### config.mk
export PLATFORM = sky130hd
export DESIGN_NAME = rafc_rx_ctrl
export DESIGN_NICKNAME = d
export VERILOG_FILES = /design/src/rafc_pkg.sv /design/src/rafc_rx_ctrl.sv
export SDC_FILE = /design/constraint.sdc
export NUM_CORES = 1
export LEC_CHECK = 0
export BUFFER_PORTS_ARGS = -buffer_cell sky130_fd_sc_hd__buf_2
export CAP_MARGIN = 0
export CORE_MARGIN = 2
export CORE_UTILIZATION = 45
export DETAILED_ROUTE_END_ITERATION = 8
export GPL_TIMING_DRIVEN = 0
export PLACE_DENSITY = 0.61
export SLEW_MARGIN = 20
export SYNTH_ARGS = -nofsm -noshare
export SYNTH_HDL_FRONTEND = slang
export SYNTH_SLANG_ARGS = --single-unit
### constraint.sdc
create_clock -name clk_sys -period 28.5 [get_ports clk_sys]
set_clock_uncertainty 0.15 [all_clocks]
set_input_delay 4.275 -clock clk_sys [delete_from_list [all_inputs] [get_ports clk_sys]]
set_output_delay 4.275 -clock clk_sys [all_outputs]
set_load 0.005 [all_outputs]
### src/rafc_pkg.sv
package rafc_pkg;
	// register addresses on the serial port
	localparam logic [6:0] ADDR_STATUS = 7'h02;
	localparam logic [6:0] ADDR_MODE1 = 7'h07;
	localparam logic [6:0] ADDR_CTRL2 = 7'h08;
	localparam logic [6:0] ADDR_AFC_CFG = 7'h1d;
	localparam logic [6:0] ADDR_RSSI = 7'h26;
	localparam logic [6:0] ADDR_AFC_LIMIT = 7'h2a;
	localparam logic [6:0] ADDR_AFC_CORR = 7'h2b;
	localparam logic [6:0] ADDR_PH_CFG = 7'h30;
	localparam logic [6:0] ADDR_PRE_THR = 7'h35;
	localparam logic [6:0] ADDR_SYNC1 = 7'h36;
	localparam logic [6:0] ADDR_SYNC0 = 7'h37;
	localparam logic [6:0] ADDR_PKT_LEN = 7'h3e;
	localparam logic [6:0] ADDR_FO1 = 7'h73;
	localparam logic [6:0] ADDR_FO2 = 7'h74;
	localparam logic [6:0] ADDR_BAND = 7'h75;
	localparam logic [6:0] ADDR_FIFO = 7'h7f;
	// field positions
	localparam int BIT_RXON = 2;
	localparam int BIT_PLLON = 1;
	localparam int BIT_MPK = 4;
	localparam int BIT_FFCLR = 1;
	localparam int BIT_AFC_EN = 6;
	localparam int BIT_VCO_SKIP = 0;
	localparam int BIT_PH_EN = 0;
	localparam int BIT_HBSEL = 5;
	// values after reset, and the check-word polynomial
	localparam logic [7:0] RST_MODE1 = 8'h01;
	localparam logic [7:0] RST_CTRL2 = 8'h00;
	localparam logic [7:0] RST_AFC_CFG = 8'h40;
	localparam logic [7:0] RST_AFC_LIMIT = 8'h00;
	localparam logic [7:0] RST_PH_CFG = 8'h00;
	localparam logic [7:0] RST_PRE_THR = 8'h14;
	localparam logic [15:0] RST_SYNC = 16'h2dd4;
	localparam logic [7:0] RST_PKT_LEN = 8'h04;
	localparam logic [9:0] RST_FO = 10'h000;
	localparam logic [7:0] RST_BAND = 8'h35;
	localparam logic [15:0] CRC_INIT = 16'hffff;
	localparam logic [15:0] CRC_POLY = 16'h1021;
	// gain loop thresholds in half-dB signal-strength codes
	localparam logic [7:0] AGC_HIGH = 8'hc8;
	localparam logic [7:0] AGC_LOW = 8'h64;
	localparam logic [3:0] PGA_MAX = 4'h8;
	// receive sequence phases
	typedef enum logic [2:0] {
		RAFC_IDLE,
		RAFC_PREAMBLE,
		RAFC_SYNC,
		RAFC_DATA,
		RAFC_CRC
	} rafc_phase_e;
endpackage

### src/rafc_rx_ctrl.sv
`timescale 1ns/1ps
// small valid/ready buffer for received bytes
module rafc_fifo #(
	parameter int WIDTH = 8,
	parameter int DEPTH = 4
) (
	input wire logic clk_sys,
	input wire logic rst,
	input wire logic flush,
	input wire logic in_valid,
	output logic in_ready,
	input wire logic [WIDTH-1:0] in_data,
	output logic out_valid,
	input wire logic out_ready,
	output logic [WIDTH-1:0] out_data
);
	localparam int AW = $clog2(DEPTH);
	typedef struct packed {
		logic [DEPTH-1:0][WIDTH-1:0] mem;
		logic [AW:0] wr;
		logic [AW:0] rd;
	} rafc_fifo_s;
	rafc_fifo_s q, d;
	logic full;
	logic empty;

	// full when pointers differ only in the wrap bit
	assign empty = (q.wr == q.rd);
	assign full = (q.wr[AW-1:0] == q.rd[AW-1:0]) && (q.wr[AW] != q.rd[AW]);
	assign in_ready = !full;
	assign out_valid = !empty;
	assign out_data = q.mem[q.rd[AW-1:0]];

	// pointer and storage update
	always_comb
	begin
		d = q;
		if (in_valid && !full)
		begin
			d.mem[q.wr[AW-1:0]] = in_data;
			d.wr = q.wr + 1'b1;
		end
		if (out_ready && !empty)
			d.rd = q.rd + 1'b1;
		if (flush)
		begin
			d.wr = '0;
			d.rd = '0;
		end
	end

	always_ff @(posedge clk_sys or posedge rst)
	begin
		if (rst)
			q <= '0;
		else
			q <= d;
	end
endmodule

// receive control: serial registers, frequency control, packet capture
module rafc_rx_ctrl (
	input wire logic clk_sys,
	input wire logic rst,
	input wire logic spi_sclk,
	input wire logic spi_sel_n,
	input wire logic spi_sdi,
	output logic spi_sdo,
	output logic spi_sdo_oe,
	input wire logic demod_bit,
	input wire logic demod_strobe,
	input wire logic signed [10:0] freq_err,
	input wire logic freq_err_strobe,
	input wire logic [7:0] rssi_code,
	output logic rx_bitstream_output,
	output logic signed [10:0] synth_offset,
	output logic synth_hbsel,
	output logic if_shift_en,
	output logic vco_cal_start,
	output logic [3:0] pga_gain,
	output logic lna_gain_hi,
	output logic [6:0] next_state_sel,
	output logic pkt_valid_evt,
	output logic crc_err_evt,
	output logic preamble_evt
);
	typedef struct packed {
		logic [2:0] sclk_f;
		logic [2:0] sel_f;
		logic [2:0] sdi_f;
		logic sclk_s;
		logic sel_s;
		logic [3:0] cnt;
		logic wr;
		logic [6:0] addr;
		logic [6:0] sh;
		logic [7:0] out;
		logic sdo;
		logic popa;
		logic [7:0] mode1;
		logic [7:0] ctrl2;
		logic [7:0] afc_cfg;
		logic [7:0] afc_lim;
		logic [7:0] ph_cfg;
		logic [7:0] pre_thr;
		logic [15:0] sync;
		logic [7:0] pkt_len;
		logic [9:0] fo;
		logic [7:0] band;
		rafc_pkg::rafc_phase_e phase;
		logic [2:0] bitn;
		logic [7:0] byte_sh;
		logic prev_bit;
		logic [7:0] pre_cnt;
		logic [15:0] pat;
		logic [7:0] pay_cnt;
		logic [4:0] crc_bits;
		logic [15:0] crc;
		logic pend_v;
		logic [7:0] pend;
		logic ovfl;
		logic crc_err;
		logic signed [10:0] corr;
		logic frozen;
		logic [7:0] rssi;
		logic [3:0] pga;
		logic lna_hi;
		logic rxon_p;
		logic synth_p;
		logic vco_cal;
		logic rx_bit;
		logic ev_valid;
		logic ev_crc;
		logic ev_pre;
	} rafc_state_s;
	rafc_state_s q, d;
	logic fifo_ready;
	logic fifo_valid;
	logic [7:0] fifo_data;
	logic fifo_pop;
	logic fifo_flush;
	logic rxon;
	logic afc_en;
	logic signed [12:0] lim;

	assign rxon = q.mode1[rafc_pkg::BIT_RXON];
	assign afc_en = q.afc_cfg[rafc_pkg::BIT_AFC_EN];
	// pull-in limit in 156.25 Hz*(hbsel+1) steps: 625 Hz is four steps
	assign lim = signed'({3'h0, q.afc_lim, 2'h0});

	// register read mux
	function automatic logic [7:0] rd_reg(input logic [6:0] a,
		input rafc_state_s s, input logic fv, input logic [7:0] fd);
		logic [7:0] r;
		r = 8'h00;
		unique case (a)
			rafc_pkg::ADDR_STATUS: r = {4'h0, s.frozen, s.ovfl, s.crc_err,
				fv};
			rafc_pkg::ADDR_MODE1: r = s.mode1;
			rafc_pkg::ADDR_CTRL2: r = s.ctrl2;
			rafc_pkg::ADDR_AFC_CFG: r = s.afc_cfg;
			rafc_pkg::ADDR_RSSI: r = s.rssi;
			rafc_pkg::ADDR_AFC_LIMIT: r = s.afc_lim;
			rafc_pkg::ADDR_AFC_CORR: r = s.corr[10:3];
			rafc_pkg::ADDR_PH_CFG: r = s.ph_cfg;
			rafc_pkg::ADDR_PRE_THR: r = s.pre_thr;
			rafc_pkg::ADDR_SYNC1: r = s.sync[15:8];
			rafc_pkg::ADDR_SYNC0: r = s.sync[7:0];
			rafc_pkg::ADDR_PKT_LEN: r = s.pkt_len;
			rafc_pkg::ADDR_FO1: r = s.fo[7:0];
			rafc_pkg::ADDR_FO2: r = {6'h00, s.fo[9:8]};
			rafc_pkg::ADDR_BAND: r = s.band;
			rafc_pkg::ADDR_FIFO: r = fv ? fd : 8'h00;
			default: r = 8'h00;
		endcase
		return r;
	endfunction

	// next state of the whole block
	always_comb
	begin
		logic sclk_rise;
		logic sclk_fall;
		logic [7:0] full_byte;
		logic [6:0] nxt_addr;
		logic fb;
		logic pkt_end;
		logic signed [12:0] sum;
		logic ov_set;
		d = q;
		sclk_rise = 1'b0;
		sclk_fall = 1'b0;
		fb = 1'b0;
		ov_set = 1'b0;
		fifo_pop = 1'b0;
		fifo_flush = 1'b0;
		pkt_end = 1'b0;
		sum = 13'sh0000;
		full_byte = {q.sh, q.sdi_f[2]};
		nxt_addr = 7'h00;
		d.ev_valid = 1'b0;
		d.ev_crc = 1'b0;
		d.ev_pre = 1'b0;
		d.vco_cal = 1'b0;
		// three-flop pin synchronisers; clock and select taken once the last two agree
		d.sclk_f = {q.sclk_f[1:0], spi_sclk};
		d.sel_f = {q.sel_f[1:0], spi_sel_n};
		d.sdi_f = {q.sdi_f[1:0], spi_sdi};
		if (q.sclk_f[1] == q.sclk_f[2])
			d.sclk_s = q.sclk_f[2];
		if (q.sel_f[1] == q.sel_f[2])
			d.sel_s = q.sel_f[2];
		sclk_rise = d.sclk_s && !q.sclk_s;
		sclk_fall = !d.sclk_s && q.sclk_s;
		// packet receive on demodulated bits
		if (demod_strobe)
			d.rx_bit = demod_bit;
		if (demod_strobe && rxon)
		begin
			d.prev_bit = demod_bit;
			d.pat = {q.pat[14:0], demod_bit};
			unique case (q.phase)
				rafc_pkg::RAFC_IDLE:
					d.phase = rafc_pkg::RAFC_PREAMBLE;
				rafc_pkg::RAFC_PREAMBLE:
				begin
					// alternating bits count toward the threshold
					d.pre_cnt = (demod_bit != q.prev_bit) ? q.pre_cnt + 8'h01
						: 8'h00;
					if (d.pre_cnt >= q.pre_thr)
					begin
						d.phase = rafc_pkg::RAFC_SYNC;
						d.ev_pre = 1'b1;
						d.frozen = afc_en;
					end
				end
				rafc_pkg::RAFC_SYNC:
					if (d.pat == q.sync)
					begin
						d.phase = rafc_pkg::RAFC_DATA;
						d.bitn = 3'h0;
						d.pay_cnt = 8'h00;
						d.crc = rafc_pkg::CRC_INIT;
					end
				rafc_pkg::RAFC_DATA:
				begin
					fb = q.crc[15] ^ demod_bit;
					d.crc = {q.crc[14:0], 1'b0} ^ (fb ? rafc_pkg::CRC_POLY
						: 16'h0000);
					d.byte_sh = {q.byte_sh[6:0], demod_bit};
					d.bitn = q.bitn + 3'h1;
					if (q.bitn == 3'h7)
					begin
						// every byte is payload; overrun if held byte stuck
						ov_set = q.pend_v && !fifo_ready;
						d.ovfl = q.ovfl | ov_set;
						d.pend_v = 1'b1;
						d.pend = d.byte_sh;
						d.pay_cnt = q.pay_cnt + 8'h01;
						if (q.ph_cfg[rafc_pkg::BIT_PH_EN] &&
							d.pay_cnt == q.pkt_len)
						begin
							d.phase = rafc_pkg::RAFC_CRC;
							d.crc_bits = 5'h00;
						end
					end
				end
				rafc_pkg::RAFC_CRC:
				begin
					d.crc_bits = q.crc_bits + 5'h01;
					if (q.crc_bits == 5'h0f)
					begin
						pkt_end = 1'b1;
						d.ev_valid = (d.pat == q.crc);
						d.ev_crc = (d.pat != q.crc);
						d.phase = rafc_pkg::RAFC_PREAMBLE;
						d.pre_cnt = 8'h00;
					end
				end
			endcase
		end
		// packet end releases the freeze; multi-packet starts afresh
		if (pkt_end)
		begin
			d.frozen = 1'b0;
			if (q.ctrl2[rafc_pkg::BIT_MPK])
				d.corr = 11'sh000;
		end
		if (d.ev_crc)
			d.crc_err = 1'b1;
		// good packet without multi-packet leaves receive
		if (d.ev_valid && !q.ctrl2[rafc_pkg::BIT_MPK])
			d.mode1[rafc_pkg::BIT_RXON] = 1'b0;
		// frequency acquisition, clamped to the pull-in limit
		if (afc_en && rxon && !q.frozen && freq_err_strobe)
		begin
			sum = 13'(q.corr) + 13'(freq_err);
			if (sum > lim)
				sum = lim;
			else if (sum < -lim)
				sum = -lim;
			d.corr = sum[10:0];
		end
		// move a held byte into the buffer when it has room
		if (q.pend_v && fifo_ready && !(d.pend_v && !q.pend_v))
			d.pend_v = (q.bitn == 3'h7 && q.phase == rafc_pkg::RAFC_DATA
				&& demod_strobe && rxon);
		// gain loop: 3 dB amplifier steps, one LNA step
		if (demod_strobe && rxon)
		begin
			d.rssi = rssi_code;
			if (rssi_code > rafc_pkg::AGC_HIGH)
			begin
				if (q.pga != 4'h0)
					d.pga = q.pga - 4'h1;
				else
					d.lna_hi = 1'b0;
			end
			else if (rssi_code < rafc_pkg::AGC_LOW)
			begin
				if (!q.lna_hi)
					d.lna_hi = 1'b1;
				else if (q.pga != rafc_pkg::PGA_MAX)
					d.pga = q.pga + 4'h1;
			end
		end
		// serial slave: 1 bit write flag, 7 address bits, data bytes
		if (q.sel_s)
		begin
			d.cnt = 4'h0;
			d.sdo = 1'b0;
			d.popa = 1'b0;
		end
		else if (sclk_rise)
		begin
			d.sh = full_byte[6:0];
			d.cnt = q.cnt + 4'h1;
			// fetched byte leaves the buffer once its first bit is clocked,
			// so a burst that stops there loses no byte
			if (q.cnt == 4'h8)
			begin
				fifo_pop = q.popa;
				d.popa = 1'b0;
			end
			if (q.cnt == 4'h7)
			begin
				d.wr = full_byte[7];
				d.addr = full_byte[6:0];
				if (!full_byte[7])
				begin
					d.out = rd_reg(full_byte[6:0], q, fifo_valid, fifo_data);
					d.popa = fifo_valid &&
						(full_byte[6:0] == rafc_pkg::ADDR_FIFO);
				end
			end
			else if (q.cnt == 4'hf)
			begin
				d.cnt = 4'h8;
				// burst: the buffer address does not advance
				nxt_addr = (q.addr == rafc_pkg::ADDR_FIFO) ? q.addr
					: q.addr + 7'h01;
				d.addr = nxt_addr;
				if (!q.wr)
				begin
					d.out = rd_reg(nxt_addr, q, fifo_valid, fifo_data);
					d.popa = fifo_valid && (nxt_addr == rafc_pkg::ADDR_FIFO);
				end
				else
				begin
					unique case (q.addr)
						rafc_pkg::ADDR_MODE1: d.mode1 = full_byte;
						rafc_pkg::ADDR_CTRL2:
						begin
							d.ctrl2 = full_byte;
							fifo_flush = full_byte[rafc_pkg::BIT_FFCLR];
						end
						rafc_pkg::ADDR_AFC_CFG: d.afc_cfg = full_byte;
						rafc_pkg::ADDR_AFC_LIMIT: d.afc_lim = full_byte;
						rafc_pkg::ADDR_PH_CFG: d.ph_cfg = full_byte;
						rafc_pkg::ADDR_PRE_THR: d.pre_thr = full_byte;
						rafc_pkg::ADDR_SYNC1: d.sync[15:8] = full_byte;
						rafc_pkg::ADDR_SYNC0: d.sync[7:0] = full_byte;
						rafc_pkg::ADDR_PKT_LEN: d.pkt_len = full_byte;
						rafc_pkg::ADDR_FO1: d.fo[7:0] = full_byte;
						rafc_pkg::ADDR_FO2: d.fo[9:8] = full_byte[1:0];
						rafc_pkg::ADDR_BAND: d.band = full_byte;
						rafc_pkg::ADDR_STATUS:
						begin
							// write one to clear, a new event still wins
							d.crc_err = d.crc_err & !(full_byte[1] && !d.ev_crc);
							d.ovfl = d.ovfl & !(full_byte[2] && !ov_set);
						end
						default: d.band = q.band;
					endcase
				end
			end
		end
		else if (sclk_fall && q.cnt >= 4'h8 && !q.wr)
		begin
			d.sdo = q.out[7];
			d.out = {q.out[6:0], 1'b0};
		end
		// entering receive: release freeze, restart acquisition
		d.rxon_p = rxon;
		if (rxon && !q.rxon_p)
		begin
			d.corr = 11'sh000;
			d.frozen = 1'b0;
			d.phase = rafc_pkg::RAFC_PREAMBLE;
			d.pre_cnt = 8'h00;
		end
		if (!rxon)
			d.phase = rafc_pkg::RAFC_IDLE;
		// calibrate the VCO bank on every synthesizer enable unless the skip bit in afc_cfg is set
		d.synth_p = q.mode1[rafc_pkg::BIT_PLLON] | rxon;
		d.vco_cal = d.synth_p && !q.synth_p &&
			!q.afc_cfg[rafc_pkg::BIT_VCO_SKIP];
	end

	always_ff @(posedge clk_sys or posedge rst)
	begin
		if (rst)
		begin
			q <= '0;
			q.sclk_f <= 3'h0;
			q.sel_f <= 3'h7;
			q.sel_s <= 1'b1;
			q.mode1 <= rafc_pkg::RST_MODE1;
			q.ctrl2 <= rafc_pkg::RST_CTRL2;
			q.afc_cfg <= rafc_pkg::RST_AFC_CFG;
			q.afc_lim <= rafc_pkg::RST_AFC_LIMIT;
			q.ph_cfg <= rafc_pkg::RST_PH_CFG;
			q.pre_thr <= rafc_pkg::RST_PRE_THR;
			q.sync <= rafc_pkg::RST_SYNC;
			q.pkt_len <= rafc_pkg::RST_PKT_LEN;
			q.fo <= rafc_pkg::RST_FO;
			q.band <= rafc_pkg::RST_BAND;
			q.phase <= rafc_pkg::RAFC_IDLE;
			q.crc <= rafc_pkg::CRC_INIT;
		end
		else
			q <= d;
	end

	rafc_fifo #(.WIDTH(8), .DEPTH(4)) u_fifo (
		.clk_sys(clk_sys),
		.rst(rst),
		.flush(fifo_flush),
		.in_valid(q.pend_v),
		.in_ready(fifo_ready),
		.in_data(q.pend),
		.out_valid(fifo_valid),
		.out_ready(fifo_pop),
		.out_data(fifo_data)
	);

	// one shared offset path: automatic or manual, never both
	assign synth_offset = afc_en ? q.corr : {q.fo[9], q.fo};
	assign synth_hbsel = q.band[rafc_pkg::BIT_HBSEL];
	assign if_shift_en = rxon;
	assign vco_cal_start = q.vco_cal;
	assign pga_gain = q.pga;
	assign lna_gain_hi = q.lna_hi;
	assign next_state_sel = {q.mode1[7:3], q.mode1[1:0]};
	assign rx_bitstream_output = q.rx_bit;
	assign pkt_valid_evt = q.ev_valid;
	assign crc_err_evt = q.ev_crc;
	assign preamble_evt = q.ev_pre;
	assign spi_sdo = q.sdo;
	assign spi_sdo_oe = !q.sel_s;
endmodule

==> flow_metrics.env, run 1 <==
export IMPL_status="completed"
export IMPL_final_common_cell="dfrtp_1"
export IMPL_arrival_ps=8310
export IMPL_core_area_mm2=0.0354
export IMPL_postCtsSetupBuffers=0
export IMPL_setup_viol=0
export IMPL_crit_required_ps=28800
export IMPL_grt_ovfl_total=0
export IMPL_clk_pin_slew_worst_paths_ps=60
export IMPL_netlist_area_mm2=0.0161
export IMPL_power_density_mw_per_mm2=63.1
export IMPL_routed_wl_um=54300
export IMPL_maxCapViolations=0
export IMPL_ioPinCount=59
export IMPL_syn_nets=1629
export IMPL_cts_tree="built"
export IMPL_clk_latency_ps=580
export IMPL_drc=0
export IMPL_cts_sinks=276
export IMPL_place_gp_congestion=0.999
export IMPL_pre_cts_ws_ps=19960
export IMPL_rows=69
export IMPL_drive_gt1_share_pct=23.8
export IMPL_cts_hold_buf=0
export IMPL_syn_inst=1544
export IMPL_fin_nets=1728
export IMPL_min_path_type="reg2reg"
export IMPL_synth_avg_cell_area_um2=10.4
export IMPL_cp_cell_sequence="buf_2, ha_1, fa_1, a211oi_1, o21bai_1, a21oi_1, xnor2_1, ha_1, a21o_1, a211oi_1, a211o_1, a221oi_1, nor3b_2, buf_6, mux2i_1, o21ai_0, o21bai_1"
export IMPL_cts_htree_levels=1
export IMPL_viasPerCell=6.23
export IMPL_root_buffer="clkbuf_16"
export IMPL_cp_start_kind="input port"
export IMPL_die_w_um=193
export IMPL_wl_per_cell_um=25.5
export IMPL_hold_ws_ps=197
export IMPL_design_area_mm2=0.0182
export IMPL_finalMaxSlewViolations=0
export IMPL_cts_inserted_buffers=31
export IMPL_synth_ff_type="dfrtp_1"
export IMPL_grt_max_degree=106
export IMPL_die_h_um=193
export IMPL_tightestPinTransition_ps=1110
export IMPL_cts_resized=0
export IMPL_grt_usage_pct=29.7
export IMPL_dr_pass1_iters=6
export IMPL_initial_utilization_pct=45.4
export IMPL_slowest_delay_ps=510
export IMPL_synth_seq_cells=276
export IMPL_cp_max_fo=10
export IMPL_async_reset_ff_share_pct=100
export IMPL_setup_tns_ps=0
export IMPL_crit_path_end_kind="flop"
export IMPL_max_vdd_ir_drop_mv=0.0711
export IMPL_io_buffers=57
export IMPL_synth_seq_area_share_pct=43.3
export IMPL_rsz0062_at_grt="no"
export IMPL_fmax_ghz=0.125
export IMPL_antenna_found_initial=2
export IMPL_finalCriticalPeriod_ps=8010
export IMPL_grt_pass1_vias=12800
export IMPL_slowest_stage="nor3b_2"
export IMPL_timing_final_hold_violations=0
export IMPL_yosysUniqueCellTypes=90
export IMPL_fillers=3248
export IMPL_clk_path_buf_depth=3
export IMPL_synth_edf_count=0
export IMPL_power_mw=1.15
export IMPL_timing_final_ws_setup_ps=20490
export IMPL_dr_first_iter_drc_count=1177
export IMPL_place_hpwl_um=40500
export IMPL_die_area_mm2=0.0372
export IMPL_relSlewSlack_pct=25.2
export IMPL_dpl_cell_area_mm2=0.0172
export IMPL_via_count=13300
export IMPL_path_class="in2reg"
export IMPL_final_antenna_net_count=0
export IMPL_power_leakage_nw=7.95
export IMPL_fin_crit_sh_pct=28.1
export IMPL_final_cell_mix="239 x dfrtp_1, 172 x mux2_2, 125 x nand2_1, 98 x nor2_1, 86 x o21ai_0"
export IMPL_grt_pass1_wl_um=82300
export IMPL_syn2layout_area_growth_pct=13.0
export IMPL_ys_warn_count=0
cell type report:
class,count,area [µm²],share of cell area (%)
multi-input cells,1135,8670,47.7
flip-flops and latches,276,6950,38.3
clock buffers,44,885,4.87
well taps,461,577,3.18
plain buffers,91,409,2.25
repair buffers,66,389,2.14
inverters,42,165,0.910
clock inverters,13,111,0.613
diodes,1,2.50,0.0138
registers in the layout, indices dropped and copies added, names as in the netlist, named ones only:
name / count
afc_en: 1
crc_err_evt: 1
d: 6
if_shift_en: 1
lim: 8
lna_gain_hi: 1
next_state_sel: 7
pga_gain: 4
pkt_valid_evt: 1
preamble_evt: 1
q: 202
rx_bitstream_output: 1
spi_sdo: 1
synth_hbsel: 1
u_fifo.q: 38
vco_cal_start: 1
Yosys cell counts (all sizes together) (6+ instances only):
library cell | number | area share [%]
a211oi | 9 | 0.42
a21o | 13 | 0.61
a21oi | 38 | 1.3
a221oi | 19 | 1.1
a222oi | 8 | 0.50
a22o | 29 | 1.6
a22oi | 55 | 2.6
a31oi | 16 | 0.62
and2 | 9 | 0.35
and3 | 12 | 0.50
buf | 25 | 1.0
clkbuf | 66 | 1.5
dfrtp | 239 | 37
dfstp | 37 | 6.0
ha | 56 | 4.4
inv | 42 | 0.98
mux2 | 173 | 12
mux2i | 17 | 1.1
mux4 | 8 | 1.1
nand2 | 125 | 2.9
nand2b | 9 | 0.35
nand3 | 47 | 1.5
nand4 | 32 | 1.2
nor2 | 99 | 2.3
nor2b | 18 | 0.70
nor3 | 18 | 0.56
nor3b | 6 | 0.31
nor4 | 23 | 1.1
o211ai | 6 | 0.28
o21ai | 90 | 2.8
o21bai | 7 | 0.33
or2 | 7 | 0.27
or3 | 11 | 0.46
xnor2 | 61 | 3.3
xor2 | 23 | 1.3
worst paths after layout:
check | start | end | slack (ps) | cells after the start
max | freq_err[0] | q[25] | 20490 | 17
max in group asynchronous | rst | q[230] | 23170 | 4
max reg2reg | q[21] | q[25] | 23900 | 16
min in group asynchronous | rst | q[61] | 3630 | 2
min | d[233] | d[234] | 200 | 0
min reg2reg | d[233] | d[234] | 200 | 0
worst max-delay path: cells and delay by family:
family	cells	cell delay (ps)
AOI/OAI and AO/OA	9	1860
xor gates and xnor gates	1	200
adders and majority gates	3	940
buffers and inverters	2	330
muxes	1	180
and+or+nand+nor	1	510
per-stage QoR:
step,util [%],std cells
2_1_floorplan,-,1544
5_1_grt,51.3,2128
3_5_place_dp,48.5,2071
3_3_place_gp,47.8,2062
4_1_cts,51.3,2128
6_report,51.3,2129
metal layers:
metal  global-route usage [%]  share of wire (%)
met2                     45.9                 44
met4                     10.1                3.5
met5                        0              0.033
met3                     4.60                7.5
met1                     42.6                 44
power breakdown:
part / internal (mW) / switching (mW)
registers: 0.446 / 0.0507
clock network: 0.225 / 0.169
logic: 0.101 / 0.155
cells by family (layout without fill, tap and decap cells):
family                   after synthesis  after routing  synth area share [%]
AND/OR/NAND/NOR                      439            439                  13.9
AO/OA/AOI/OAI                        354            354                  15.7
flip-flops                           276            276                  43.3
multiplexers                         198            198                  14.3
buffers and inverters                133            256                  3.53
XOR/XNOR                              84             84                  4.58
adder cells (fa/ha/maj)               60             60                  4.73
other                                  0              1                     0
Power figures use the tool's default switching activity.
==> run 2: changes to the inputs <==
==> constraint.sdc (replaced) <==
create_clock -name clk_sys -period 8.1 [get_ports clk_sys]
set_clock_uncertainty 0.15 [all_clocks]
set_input_delay 1.215 -clock clk_sys [delete_from_list [all_inputs] [get_ports clk_sys]]
set_output_delay 1.215 -clock clk_sys [all_outputs]
set_load 0.005 [all_outputs]
==> flow_metrics.env, run 2 (same netlist as run 1, synthesis figures left out) <==
export IMPL_postCtsSetupBuffers=0
export IMPL_cts_resized=0
export IMPL_initial_utilization_pct=45.4
export IMPL_cts_htree_levels=2
export IMPL_core_area_mm2=0.0354
export IMPL_timing_final_ws_setup_ps=3030
export IMPL_wl_per_cell_um=24.9
export IMPL_cts_inserted_buffers=34
export IMPL_p_seq_share_pct=42.6
export IMPL_dr_pass1_iters=9
export IMPL_rows=69
export IMPL_swShare_pct=32.2
export IMPL_crit_required_ps=8350
export IMPL_clk_pin_slew_worst_paths_ps=60
export IMPL_final_cell_mix="239 x dfrtp_1, 172 x mux2_2, 125 x nand2_1, 98 x nor2_1, 86 x o21ai_0"
export IMPL_place_hpwl_um=39900
export IMPL_fmax_ghz=0.197
export IMPL_fin_nets=1735
export IMPL_fin_util_pct=51.7
export IMPL_root_buffer="clkbuf_16"
export IMPL_pwr_share_clk_pct=35.5
export IMPL_grt_max_degree=36
export IMPL_fin_crit_sh_pct=62.6
export IMPL_drive_gt1_share_pct=24.0
export IMPL_final_common_cell="dfrtp_1"
export IMPL_drc=0
export IMPL_cts_hold_buf=0
export IMPL_fin_cells=2136
export IMPL_antenna_found_initial=1
export IMPL_timing_final_hold_violations=0
export IMPL_hold_depth=0
export IMPL_cts_sinks=276
export IMPL_cts_tree="built"
export IMPL_die_h_um=193
export IMPL_intPower_mw=2.79
export IMPL_combPwrFrac_pct=21.9
export IMPL_maxCapViolations=0
export IMPL_final_antenna_net_count=0
export IMPL_grt_pass1_wl_um=80300
export IMPL_relSlewSlack_pct=26.8
export IMPL_finalMaxSlewViolations=0
export IMPL_setup_viol=0
export IMPL_grt_pass1_vias=12900
export IMPL_tightestPinTransition_ps=1100
export IMPL_power_leakage_nw=8.02
export IMPL_routed_wl_um=53200
export IMPL_largest_reg_flops=202
export IMPL_setup_tns_ps=0
export IMPL_reg2reg_depth=16
export IMPL_diodes=0
export IMPL_die_area_mm2=0.0372
export IMPL_cp_start_kind="input port"
export IMPL_syn2layout_area_growth_pct=13.9
export IMPL_clk_path_buf_depth=3
export IMPL_arrival_ps=5320
export IMPL_ioPinCount=59
export IMPL_grt_ovfl_total=0
export IMPL_switchingPower_mw=1.33
export IMPL_status="completed"
export IMPL_min_path_type="reg2reg"
export IMPL_via_count=13200
export IMPL_cp_max_fo=10
export IMPL_dp_cells=2075
export IMPL_clk_latency_ps=530
export IMPL_crit_path_end_kind="flop"
export IMPL_fillers=3222
export IMPL_grt_usage_pct=29.0
export IMPL_io_buffers=57
export IMPL_pre_cts_ws_ps=2620
export IMPL_place_gp_congestion=1.01
export IMPL_viasPerCell=6.19
export IMPL_finalCriticalPeriod_ps=5070
export IMPL_max_vdd_ir_drop_mv=0.205
export IMPL_path_class="in2reg"
export IMPL_dr_first_iter_drc_count=1190
export IMPL_power_density_mw_per_mm2=225
export IMPL_regMostFlops="q"
export IMPL_rsz0062_at_grt="no"
export IMPL_die_w_um=193
## run 2: changes by cell type in the layout (fill, tap and decap cells not counted), moves of 2 or more
cell	previous run	this run
buf_12	0	8
clkbuf_16	31	35
clkbuf_8	6	3
clkinv_2	5	8
buf_16	2	0
clkbuf_1	72	74
## run 2: per-layer routing
layer  GRT usage, %  wire (µm)  vias to the layer above
met2           44.6      23700                      526
met1           40.4      23400                     6608
met3           5.88       4100                      116
li1               -          -                     5966
met4           10.8       1950                        0
met5              0          0                        -
## run 2: layout make-up
type / count / area, µm² / share of cell area [%]
multi-input combinational: 1135 / 8660 / 47.3
sequential: 276 / 6950 / 38.0
tap: 461 / 577 / 3.15
timing repair buffer: 70 / 475 / 2.60
clock buffer: 47 / 951 / 5.20
clock inverter: 14 / 111 / 0.609
inverter: 42 / 161 / 0.882
buffer: 91 / 409 / 2.24
## run 2: final timing paths
kind / from / to / slack, ps
max: freq_err[0] / q[25] / 3030
min: d[239] / d[240] / 200
max reg2reg: q[21] / q[25] / 3430
min reg2reg: d[239] / d[240] / 200
max in group asynchronous: rst / d[236] / 6210
min in group asynchronous: rst / q[94] / 650
## run 2: power groups by stage
stage	clock (mW)	sequential [mW]	combinational [mW]
6_report	1.46	1.75	0.901
2_1_floorplan	0	1.71	0.622
5_1_grt	1.56	1.77	0.988
3_3_place_gp	0	1.77	0.858
3_5_place_dp	0	1.77	0.890
4_1_cts	1.49	1.75	0.894
## run 2: critical path, cell delays in order
cell      delay, ps
buf_2           100
ha_1            210
fa_1            430
a211oi_1        420
o21bai_1        240
a21oi_1         240
xnor2_1         210
ha_1            310
a21o_1          160
a211oi_1        340
a211o_1         190
a221oi_1         80
nor3b_2         500
buf_6           230
mux2i_1         200
o21ai_0          90
o21bai_1        160
## run 2: metrics by stage
step / hold slack (ps) / instance area (µm²) / power, mW
2_1_floorplan: 181 / 16100 / 2.33
3_3_place_gp: 185 / 16900 / 2.62
3_5_place_dp: 186 / 17200 / 2.66
4_1_cts: 199 / 18300 / 4.14
5_1_grt: 206 / 18300 / 4.32
6_report: 198 / 18300 / 4.11
